[src/monitor_setup_pkg.sv]
package monitor_setup_pkg;

   // Register indexes; the byte address is four times the index.
   localparam logic [7:0] IDX_SETUP_FIRST = 8'h18;
   localparam logic [7:0] IDX_SETUP_SECOND = 8'h19;
   localparam logic [7:0] IDX_SETUP_THIRD = 8'h1a;
   localparam logic [7:0] IDX_IRQ_STATUS = 8'h1c;
   localparam logic [7:0] IDX_IRQ_MASK = 8'h1d;

   // Field positions of the first setup register.
   localparam int B1_START = 0;
   localparam int B1_INSEL_A = 1;
   localparam int B1_INSEL_B = 2;
   localparam int B1_PIN_ANALOG = 3;
   localparam int B1_ALERT_OFF = 5;
   localparam int B1_ALERT_HIGH = 6;
   localparam int B1_STANDBY = 7;

   // Field positions of the second and third setup registers.
   localparam int B2_CHAN_LSB = 0;
   localparam int B2_SINGLE = 4;
   localparam int B2_AVG_OFF = 5;
   localparam int B2_TMO_EN = 6;
   localparam int B2_SW_RESET = 7;
   localparam int B3_LOAD_TRIG = 3;

   // Interrupt status and mask bits.
   localparam int IRQ_W = 3;
   localparam int EV_ALERT = 0;
   localparam int EV_TIMEOUT = 1;
   localparam int EV_SW_RESET = 2;

   // Reset values and field codes.
   localparam logic [7:0] SETUP_RESET = 8'h00;
   localparam logic [1:0] INSEL_EXT = 2'h2;
   localparam logic [4:0] AVG_ON_SAMPLES = 5'h10;
   localparam logic [4:0] AVG_OFF_SAMPLES = 5'h01;

   // Serial clock low-time limit.
   localparam int TMO_MS = 25;
   localparam int CLK_HZ = 40000000;
   localparam int TMO_CYCLES = TMO_MS * (CLK_HZ / 1000);
   localparam int TMO_W = 24;

   // Channel codes written by software.
   typedef enum logic [2:0] {
      CH_SUPPLY = 3'b000, CH_INT_TEMP = 3'b001, CH_EXT_OR_FIRST = 3'b010, CH_SECOND = 3'b011,
      CH_THIRD = 3'b100, CH_FOURTH = 3'b101, CH_RES_A = 3'b110, CH_RES_B = 3'b111
   } chan_code_t;

   // Physical source actually converted.
   typedef enum logic [2:0] {
      SRC_SUPPLY = 3'b000, SRC_INT_TEMP = 3'b001, SRC_FIRST = 3'b010, SRC_SECOND = 3'b011,
      SRC_THIRD = 3'b100, SRC_FOURTH = 3'b101, SRC_EXT_TEMP = 3'b110, SRC_NONE = 3'b111
   } src_t;

   typedef struct packed {
      logic read;
      logic write;
      logic [7:0] address;
      logic [31:0] writedata;
      logic [3:0] byteenable;
   } av_req_t;

   typedef struct packed {
      logic [31:0] readdata;
      logic waitrequest;
   } av_rsp_t;

   typedef struct packed {
      logic monitor_run;
      logic standby;
      logic [1:0] input_select;
      logic pin_analog;
      logic load_trigger_enable;
      logic single_mode;
      src_t conv_source;
      logic [4:0] avg_samples;
   } ctrl_t;

endpackage
[src/monitor_control_config_regs.sv]
// How it works
// - Powers up round robin idle; start bit 0 runs monitoring, clearing it stops.
// - Bits 1-2 pick shared inputs: 00 first/second analog, 10 external sensor.
// - Bit 3 makes the shared pin load trigger (0) or third analog input (1).
// - While that pin is analog, the third register's load-trigger bit is masked.
// - Bit 5 low enables the alert output, high disables it.
// - Bit 6 picks alert level: low active for 0, high active for 1.
// - Standby bit 7 set raises the standby control and stops monitoring; the alert pin stays as set.
// - Registers stay reachable in standby; clearing the bit resumes normal work.
// - Single-channel code in bits 0-2 picks supply, temperature or an input.
// - Code 010 converts external sensor or first input per input select.
// - Second register bit 4 picks round robin (0) or single channel (1).
// - Measurements average 16 samples unless second register bit 5 is set.
// - Bit 6 enables a 25 ms serial clock limit that releases the data line.
// - Writing 1 to second register bit 7 returns the three setup registers to defaults.
// - All three setup registers are 8-bit read/write at 0x18, 0x19 and 0x1a, reset zero.
module monitor_control_config_regs #(
   parameter int unsigned TIMEOUT_CYCLES = monitor_setup_pkg::TMO_CYCLES
) (
   // Clock and reset.
   input wire logic clk,
   input wire logic rst,
   // Register bus.
   input wire monitor_setup_pkg::av_req_t av_req,
   output monitor_setup_pkg::av_rsp_t av_rsp,
   // Pins and device logic.
   input wire logic scl_pin,
   input wire logic alert_cond,
   output logic sda_release,
   output logic alert_o,
   output logic alert_oe_n,
   output logic irq,
   // Controls for the converter and outputs.
   output monitor_setup_pkg::ctrl_t ctrl
);
   import monitor_setup_pkg::*;

   ////////////////////////////////////////////////////////////////////////////
   // State.

   typedef struct packed {
      logic [7:0] setup_first;
      logic [7:0] setup_second;
      logic [7:0] setup_third;
      logic [IRQ_W-1:0] irq_status;
      logic [IRQ_W-1:0] irq_mask;
      logic wait_n;
      logic [31:0] rdata;
      logic scl_meta;
      logic scl_sync;
      logic [TMO_W-1:0] scl_low_cnt;
      logic sda_rel;
      logic alert_prev;
      logic alert_level;
      logic alert_off;
      logic irq_out;
      ctrl_t ctrl;
   } state_t;

   state_t state_q;
   state_t state_d;

   // Last count of the low-time limit, cut to the counter width.
   localparam logic [TMO_W-1:0] TMO_LAST = TMO_W'(TIMEOUT_CYCLES - 1);

   ////////////////////////////////////////////////////////////////////////////
   // Decoding shared by the next-state logic and the read path.

   // The input-select field reads with bit 1 as its first digit.
   function automatic logic [1:0] input_sel(input logic [7:0] first);
      return {first[B1_INSEL_A], first[B1_INSEL_B]};
   endfunction

   // Map a channel code to the physical source that is converted.
   function automatic src_t source_of(input logic [7:0] first, input logic [7:0] second);
      chan_code_t code;
      src_t src;
      code = chan_code_t'(second[B2_CHAN_LSB +: 3]);
      unique case (code)
         CH_SUPPLY: src = SRC_SUPPLY;
         CH_INT_TEMP: src = SRC_INT_TEMP;
         CH_EXT_OR_FIRST: src = (input_sel(first) == INSEL_EXT) ? SRC_EXT_TEMP : SRC_FIRST;
         CH_SECOND: src = SRC_SECOND;
         CH_THIRD: src = SRC_THIRD;
         CH_FOURTH: src = SRC_FOURTH;
         CH_RES_A, CH_RES_B: src = SRC_NONE;
      endcase
      return src;
   endfunction

   // Derive the converter controls from the three setup bytes.
   function automatic ctrl_t ctrl_of(input logic [7:0] first, input logic [7:0] second,
                                     input logic [7:0] third);
      ctrl_t c;
      c.standby = first[B1_STANDBY];
      c.monitor_run = first[B1_START] && !first[B1_STANDBY];
      c.input_select = input_sel(first);
      c.pin_analog = first[B1_PIN_ANALOG];
      c.load_trigger_enable = third[B3_LOAD_TRIG] && !first[B1_PIN_ANALOG];
      c.single_mode = second[B2_SINGLE];
      c.conv_source = source_of(first, second);
      c.avg_samples = second[B2_AVG_OFF] ? AVG_OFF_SAMPLES : AVG_ON_SAMPLES;
      return c;
   endfunction

   // Read mux; narrow registers sit in the low byte and the rest reads zero.
   function automatic logic [31:0] read_of(input state_t s, input logic [7:0] idx);
      logic [7:0] v;
      v = 8'h00;
      case (idx)
         IDX_SETUP_FIRST: v = s.setup_first;
         IDX_SETUP_SECOND: v = s.setup_second;
         IDX_SETUP_THIRD: v = s.setup_third;
         IDX_IRQ_STATUS: v = 8'(s.irq_status);
         IDX_IRQ_MASK: v = 8'(s.irq_mask);
         default: v = 8'h00;
      endcase
      return {24'h000000, v};
   endfunction

   ////////////////////////////////////////////////////////////////////////////
   // Next state.

   // The whole block is one state record: this process builds the next copy.
   always_comb begin
      logic [IRQ_W-1:0] events;
      logic [IRQ_W-1:0] clear;
      logic take_write;
      events = '0;
      clear = '0;
      take_write = 1'b0;
      state_d = state_q;

      // Two flops on the serial clock pin before anything looks at it.
      state_d.scl_meta = scl_pin;
      state_d.scl_sync = state_q.scl_meta;

      // The low-time counter only runs while the limit is enabled; a stuck
      // clock then frees the data line until the clock goes high again.
      if (state_q.scl_sync || !state_q.setup_second[B2_TMO_EN]) begin
         state_d.scl_low_cnt = '0;
         state_d.sda_rel = 1'b0;
      end else if (state_q.scl_low_cnt == TMO_LAST) begin
         state_d.sda_rel = 1'b1;
      end else begin
         state_d.scl_low_cnt = state_q.scl_low_cnt + TMO_W'(1);
      end
      events[EV_TIMEOUT] = state_d.sda_rel && !state_q.sda_rel;

      // The alert condition comes from logic on this clock, so no synchroniser.
      state_d.alert_prev = alert_cond;
      events[EV_ALERT] = alert_cond && !state_q.alert_prev;

      // One wait cycle on every access: read data is prepared while the
      // request waits, and the write lands on the edge that ends the wait.
      // The bus keeps answering in standby, since nothing here is gated by it.
      if ((av_req.read || av_req.write) && state_q.wait_n) begin
         state_d.wait_n = 1'b0;
         state_d.rdata = read_of(state_q, av_req.address);
      end else begin
         state_d.wait_n = 1'b1;
         take_write = av_req.write && !state_q.wait_n && av_req.byteenable[0];
      end

      // Register writes; bit 4 of the first register is stored as written,
      // since software keeps it at zero.
      if (take_write) begin
         case (av_req.address)
            IDX_SETUP_FIRST: state_d.setup_first = av_req.writedata[7:0];
            IDX_SETUP_SECOND: begin
               if (av_req.writedata[B2_SW_RESET]) begin
                  state_d.setup_first = SETUP_RESET;
                  state_d.setup_second = SETUP_RESET;
                  state_d.setup_third = SETUP_RESET;
                  events[EV_SW_RESET] = 1'b1;
               end else begin
                  state_d.setup_second = av_req.writedata[7:0];
               end
            end
            IDX_SETUP_THIRD: state_d.setup_third = av_req.writedata[7:0];
            IDX_IRQ_STATUS: clear = av_req.writedata[IRQ_W-1:0];
            IDX_IRQ_MASK: state_d.irq_mask = av_req.writedata[IRQ_W-1:0];
            default: state_d.wait_n = 1'b1;
         endcase
      end

      // Sticky events; a new event beats a clear in the same cycle.
      state_d.irq_status = (state_q.irq_status & ~clear) | events;
      state_d.irq_out = |(state_d.irq_status & state_d.irq_mask);

      // Alert pin: driven at the chosen level, undriven while disabled.
      state_d.alert_off = state_d.setup_first[B1_ALERT_OFF];
      state_d.alert_level = alert_cond ~^ state_d.setup_first[B1_ALERT_HIGH];

      // Controls follow the new register contents so they are registered too.
      state_d.ctrl = ctrl_of(state_d.setup_first, state_d.setup_second, state_d.setup_third);
   end

   ////////////////////////////////////////////////////////////////////////////
   // State register.

   // Everything clears to zero except wait_n, alert_level and avg_samples; zero is the power-up value of every register.
   always_ff @(posedge clk or posedge rst) begin
      if (rst) begin
         state_q <= '0;
         state_q.wait_n <= 1'b1;
         state_q.alert_level <= 1'b1;
         state_q.ctrl.avg_samples <= AVG_ON_SAMPLES;
      end else begin
         state_q <= state_d;
      end
   end

   ////////////////////////////////////////////////////////////////////////////
   // Outputs, all straight from the state register.

   assign av_rsp.readdata = state_q.rdata;
   assign av_rsp.waitrequest = state_q.wait_n;
   assign sda_release = state_q.sda_rel;
   assign alert_o = state_q.alert_level;
   assign alert_oe_n = state_q.alert_off;
   assign irq = state_q.irq_out;
   assign ctrl = state_q.ctrl;

   // Helper: an alert edge seen this cycle.
   logic events_pending;
   assign events_pending = alert_cond && !state_q.alert_prev;
endmodule

[config.mk]
export PLATFORM = sky130hd
export DESIGN_NAME = monitor_control_config_regs
export DESIGN_NICKNAME = d
export VERILOG_FILES = /design/src/monitor_setup_pkg.sv /design/src/monitor_control_config_regs.sv
export SDC_FILE = /design/constraint.sdc
export NUM_CORES = 1
export LEC_CHECK = 0
export BUFFER_PORTS_ARGS = -buffer_cell sky130_fd_sc_hd__buf_2
export CORE_MARGIN = 8
export CORE_UTILIZATION = 45
export CTS_CLUSTER_SIZE = 8
export DETAILED_ROUTE_END_ITERATION = 16
export PLACE_DENSITY = 0.71
export REMOVE_ABC_BUFFERS = 1
export SLEW_MARGIN = 20
export SYNTH_ARGS = -nofsm -noshare
export SYNTH_HDL_FRONTEND = slang
export SYNTH_SLANG_ARGS = --single-unit
[constraint.sdc]
create_clock -name clk -period 2.6 [get_ports clk]
set_clock_uncertainty 0.1 [all_clocks]
set_input_delay 0.39 -clock clk [delete_from_list [all_inputs] [get_ports clk]]
set_output_delay 0.39 -clock clk [all_outputs]
set_load 0.1 [all_outputs]
==> metrics.md <==
| Metric | Value |
|---|---|
| Worst Hold Slack | -0.00818 ns |
| Hold bufs inserted after CTS | 0 |
| Chip Height | 108 um |
| Post-Synthesis Cell Area | 0.00381 mm2 |
| Via density | 5.40 |
| Final setup viols | 0 |
| Worst slew margin relative to its limit | 55.0% |
| Placed Cells | 511 |
| Num ports | 102 |
| First-pass GRT wire length | 13.8 mm |
| Clock power share | 38.7% |
| Vias in the first global route | 2863 |
| Internal | 1.69 mW |
| Starting Density | 46.3% |
| Die outline width | 108 um |
| Syn Inst Count | 383 |
| Status | finished, violations left |
| 1st-pass router iterations | 4 |
| Post-CTS Setup Inserts | 0 |
| Max-cap violations | 0 |
| Share of cells above drive strength 1 | 20.9% |
| Critical Path AT | 2.42 ns |
| Cell Pwr Density | 592 mW/mm2 |
| Core box area | 0.00822 mm2 |
| Worst setup path class | reg2reg |
| Final Max Tran Viols | 0 |
| Design Power | 2.45 mW |
| Hold Vio Cnt, Final | 9 |
| Non-Filler Instances | 527 |
| Max Freq | 0.442 GHz |
| Worst Hold Class | in2async |
| VDD IR max | 0.295 mV |
| Die ar. | 0.0117 mm2 |
| Detailed-route wire length per cell | 15.9 um |
| Seq cells post-synth | 74 |
| Ys flop type | dfrtp_1 |
| Unrepaired setup endpoints after global routing | false |
| Tot GR Track Use | 14.6% |
| Antenna viol nets, final | 0 |
| Area occupied by multi-input gates | 0.00160 mm2 |
| FF+latch area | 0.00186 mm2 |
| Critical path peak fanout | 10 |
| Yosys Warn Count | 0 |
| Seq pwr share | 47.6% |
| Switch share | 31.2% |
| # fillers | 762 |
| Routability Congestion | 0.802 |
| Final core utilization | 50.4% |
| Reg clk slew, reported paths | 0.09 ns |
| Sequential element share of the synthesized area | 48.7% |
| Worst-Margin Slew | 0.673 ns |
| Cell variety after synth | 51 |
| Port bufs | 47 |
| Post-CTS sizing | 0 |
| Critical path endpoint category | flip-flop |
| P&R area growth vs syn | 8.84% |
| TritonCTS clock tree | yes |
| Core Rows | 33 |
| Number of flops mapped to enable cells by yosys | 0 |
| Pin count of the biggest net entering global routing | 31 |
| CTS max path bufs | 2 |
| Antenna violations before repair | 0 |
| N_diodes | 0 |
| Inserted Clock Buffers | 9 |
| CP required | 2.76 ns |
| Vias | 2848 |
| Clock latency at the later pin of the worst-skew pair | 0.35 ns |
| Root buf cell | clkbuf_8 |
| Net load switching power | 766 uW |
| CTS H-tree depth | 3 |
| CP Launch Type | flip-flop |
| FFs w/ async S/R, synth | 100% |
| Gr ovfl total | 0 |
| Initial DRC Count | 120 |
| Drt total wl | 8.39 mm |
| Min Tclk post-route | 2.26 ns |
| Dpl hpwl | 6.05 mm |
| DRC Markers | 0 |
| FF-to-FF path depth | 5 |
| Clock Sink Count | 74 |
| Final Cycle Share | 87.1% |
| LEAKAGE | 1.89 nW |
| Failing checks | hold timing |
| Final net count | 468 |
| Post-route setup TNS | 0 ns |
| Mean area per synthesized cell | 9.94 um2 |
| Comb power frac | 13.7% |
==> cells in the final DEF (no fill, tap or decap), types with 6 or more instances in the layout <==
cell type and instances:
buf_2 47, nand3_1 12, a21oi_1 15, nand2_1 34
nor2_1 28, o22ai_1 8, a31oi_1 7, buf_4 9
o21a_1 6, nand4_1 9, inv_1 12, dfrtp_1 71
o21ai_0 24, nor2b_1 7, xor2_1 9, clkbuf_8 10
conb_1 27, a22o_1 10, nor3_1 7, or3_1 6
mux2i_1 6
==> state kept, by name, summed over array words and instances, names as in the netlist <==
signal and cells:
state_d 1, alert_o 1, state_q 53, irq 1
av_rsp 9, ctrl 8, sda_release 1
==> path summary, 6_finish.rpt <==
check	startpoint	endpoint	slack, ns
worst max-delay path	av_rsp[0]	ctrl[7]	0.34
worst min-delay path	rst	state_q[32]	-0.008
worst max register to register	av_rsp[0]	ctrl[7]	0.34
worst min register to register	state_d[44]	state_q[44]	0.27
max in group asynchronous	rst	av_rsp[0]	1.57
min in group clk	scl_pin	state_d[44]	0.04
==> cells by family (layout without fill, tap and decap cells) <==
group / Yosys count / after routing / synth area share, %
compound gates: 85 / 85 / 14.5
xor+xnor: 12 / 12 / 2.76
fa+ha+maj: 1 / 1 / 0.329
buf+inv: 72 / 85 / 11.9
flops: 74 / 74 / 48.7
mux: 10 / 10 / 3.65
other cells: 1 / 27 / 0.0985
simple gates: 128 / 128 / 18.0
==> synth_stat cells, types with 6 or more instances <==
cell type / number / area (um2)
xor2_1: 9 / 78.8
nand2_1: 34 / 128
a21oi_1: 15 / 75.1
a31oi_1: 7 / 43.8
nor2b_1: 7 / 43.8
nand3_1: 12 / 60.1
o22ai_1: 8 / 50.1
o21a_1: 6 / 45.0
nor2_1: 28 / 105
a22o_1: 10 / 87.6
mux2i_1: 6 / 60.1
buf_4: 48 / 360
clkbuf_1: 8 / 30.0
dfrtp_1: 71 / 1780
nor3_1: 7 / 35.0
or3_1: 6 / 37.5
o21ai_0: 24 / 120
inv_1: 13 / 48.8
nand4_1: 9 / 56.3
==> critical path: stages (launching register included) <==
cell and delay (ns):
dfstp_2 0.38, nor4bb_1 0.58, nand4_1 0.47, nor3_1 0.31
a31oi_1 0.09, o31ai_2 0.24
==> power by group through the flow <==
| stage | sequential [mW] | combinational [mW] | clock, mW |
|---|---|---|---|
| global route | 1.17 | 0.352 | 1.01 |
| global placement | 1.19 | 0.332 | 0 |
| floorplan | 1.23 | 0.226 | 0 |
| finish | 1.17 | 0.335 | 0.949 |
| detailed placement | 1.19 | 0.335 | 0 |
| CTS | 1.17 | 0.335 | 0.964 |
==> metrics by stage <==
| stage | area (um2) | setup slack, ns | hold slack (ns) |
|---|---|---|---|
| 6_report | 4140 | 0.336 | -0.00818 |
| 3_3_place_gp | 3930 | 0.217 | 0.258 |
| 4_1_cts | 4140 | 0.365 | 0.00593 |
| 2_1_floorplan | 3500 | 0.233 | 0.231 |
| 5_1_grt | 4140 | 0.219 | 0.0325 |
| 3_5_place_dp | 3930 | 0.157 | 0.258 |
==> final cells by class <==
class                      count  share of cell area (%)
clock buffer                  10                    3.32
clock inverter                 6                    1.75
inverter                      13                    1.18
multi-input combinational    263                    38.5
sequential                    74                    44.8
tap                          105                    3.17
timing repair buffer          56                    7.31
==> routing by layer <==
metal	wire length (um)	up-vias	global-route usage (%)
li1	-	1358	-
met1	3670	1383	17.9
met2	3990	98	24.2
met3	608	9	3.27
met4	118	0	6.44
met5	0	-	0
Note: power is estimated with default switching activity, not from simulation.
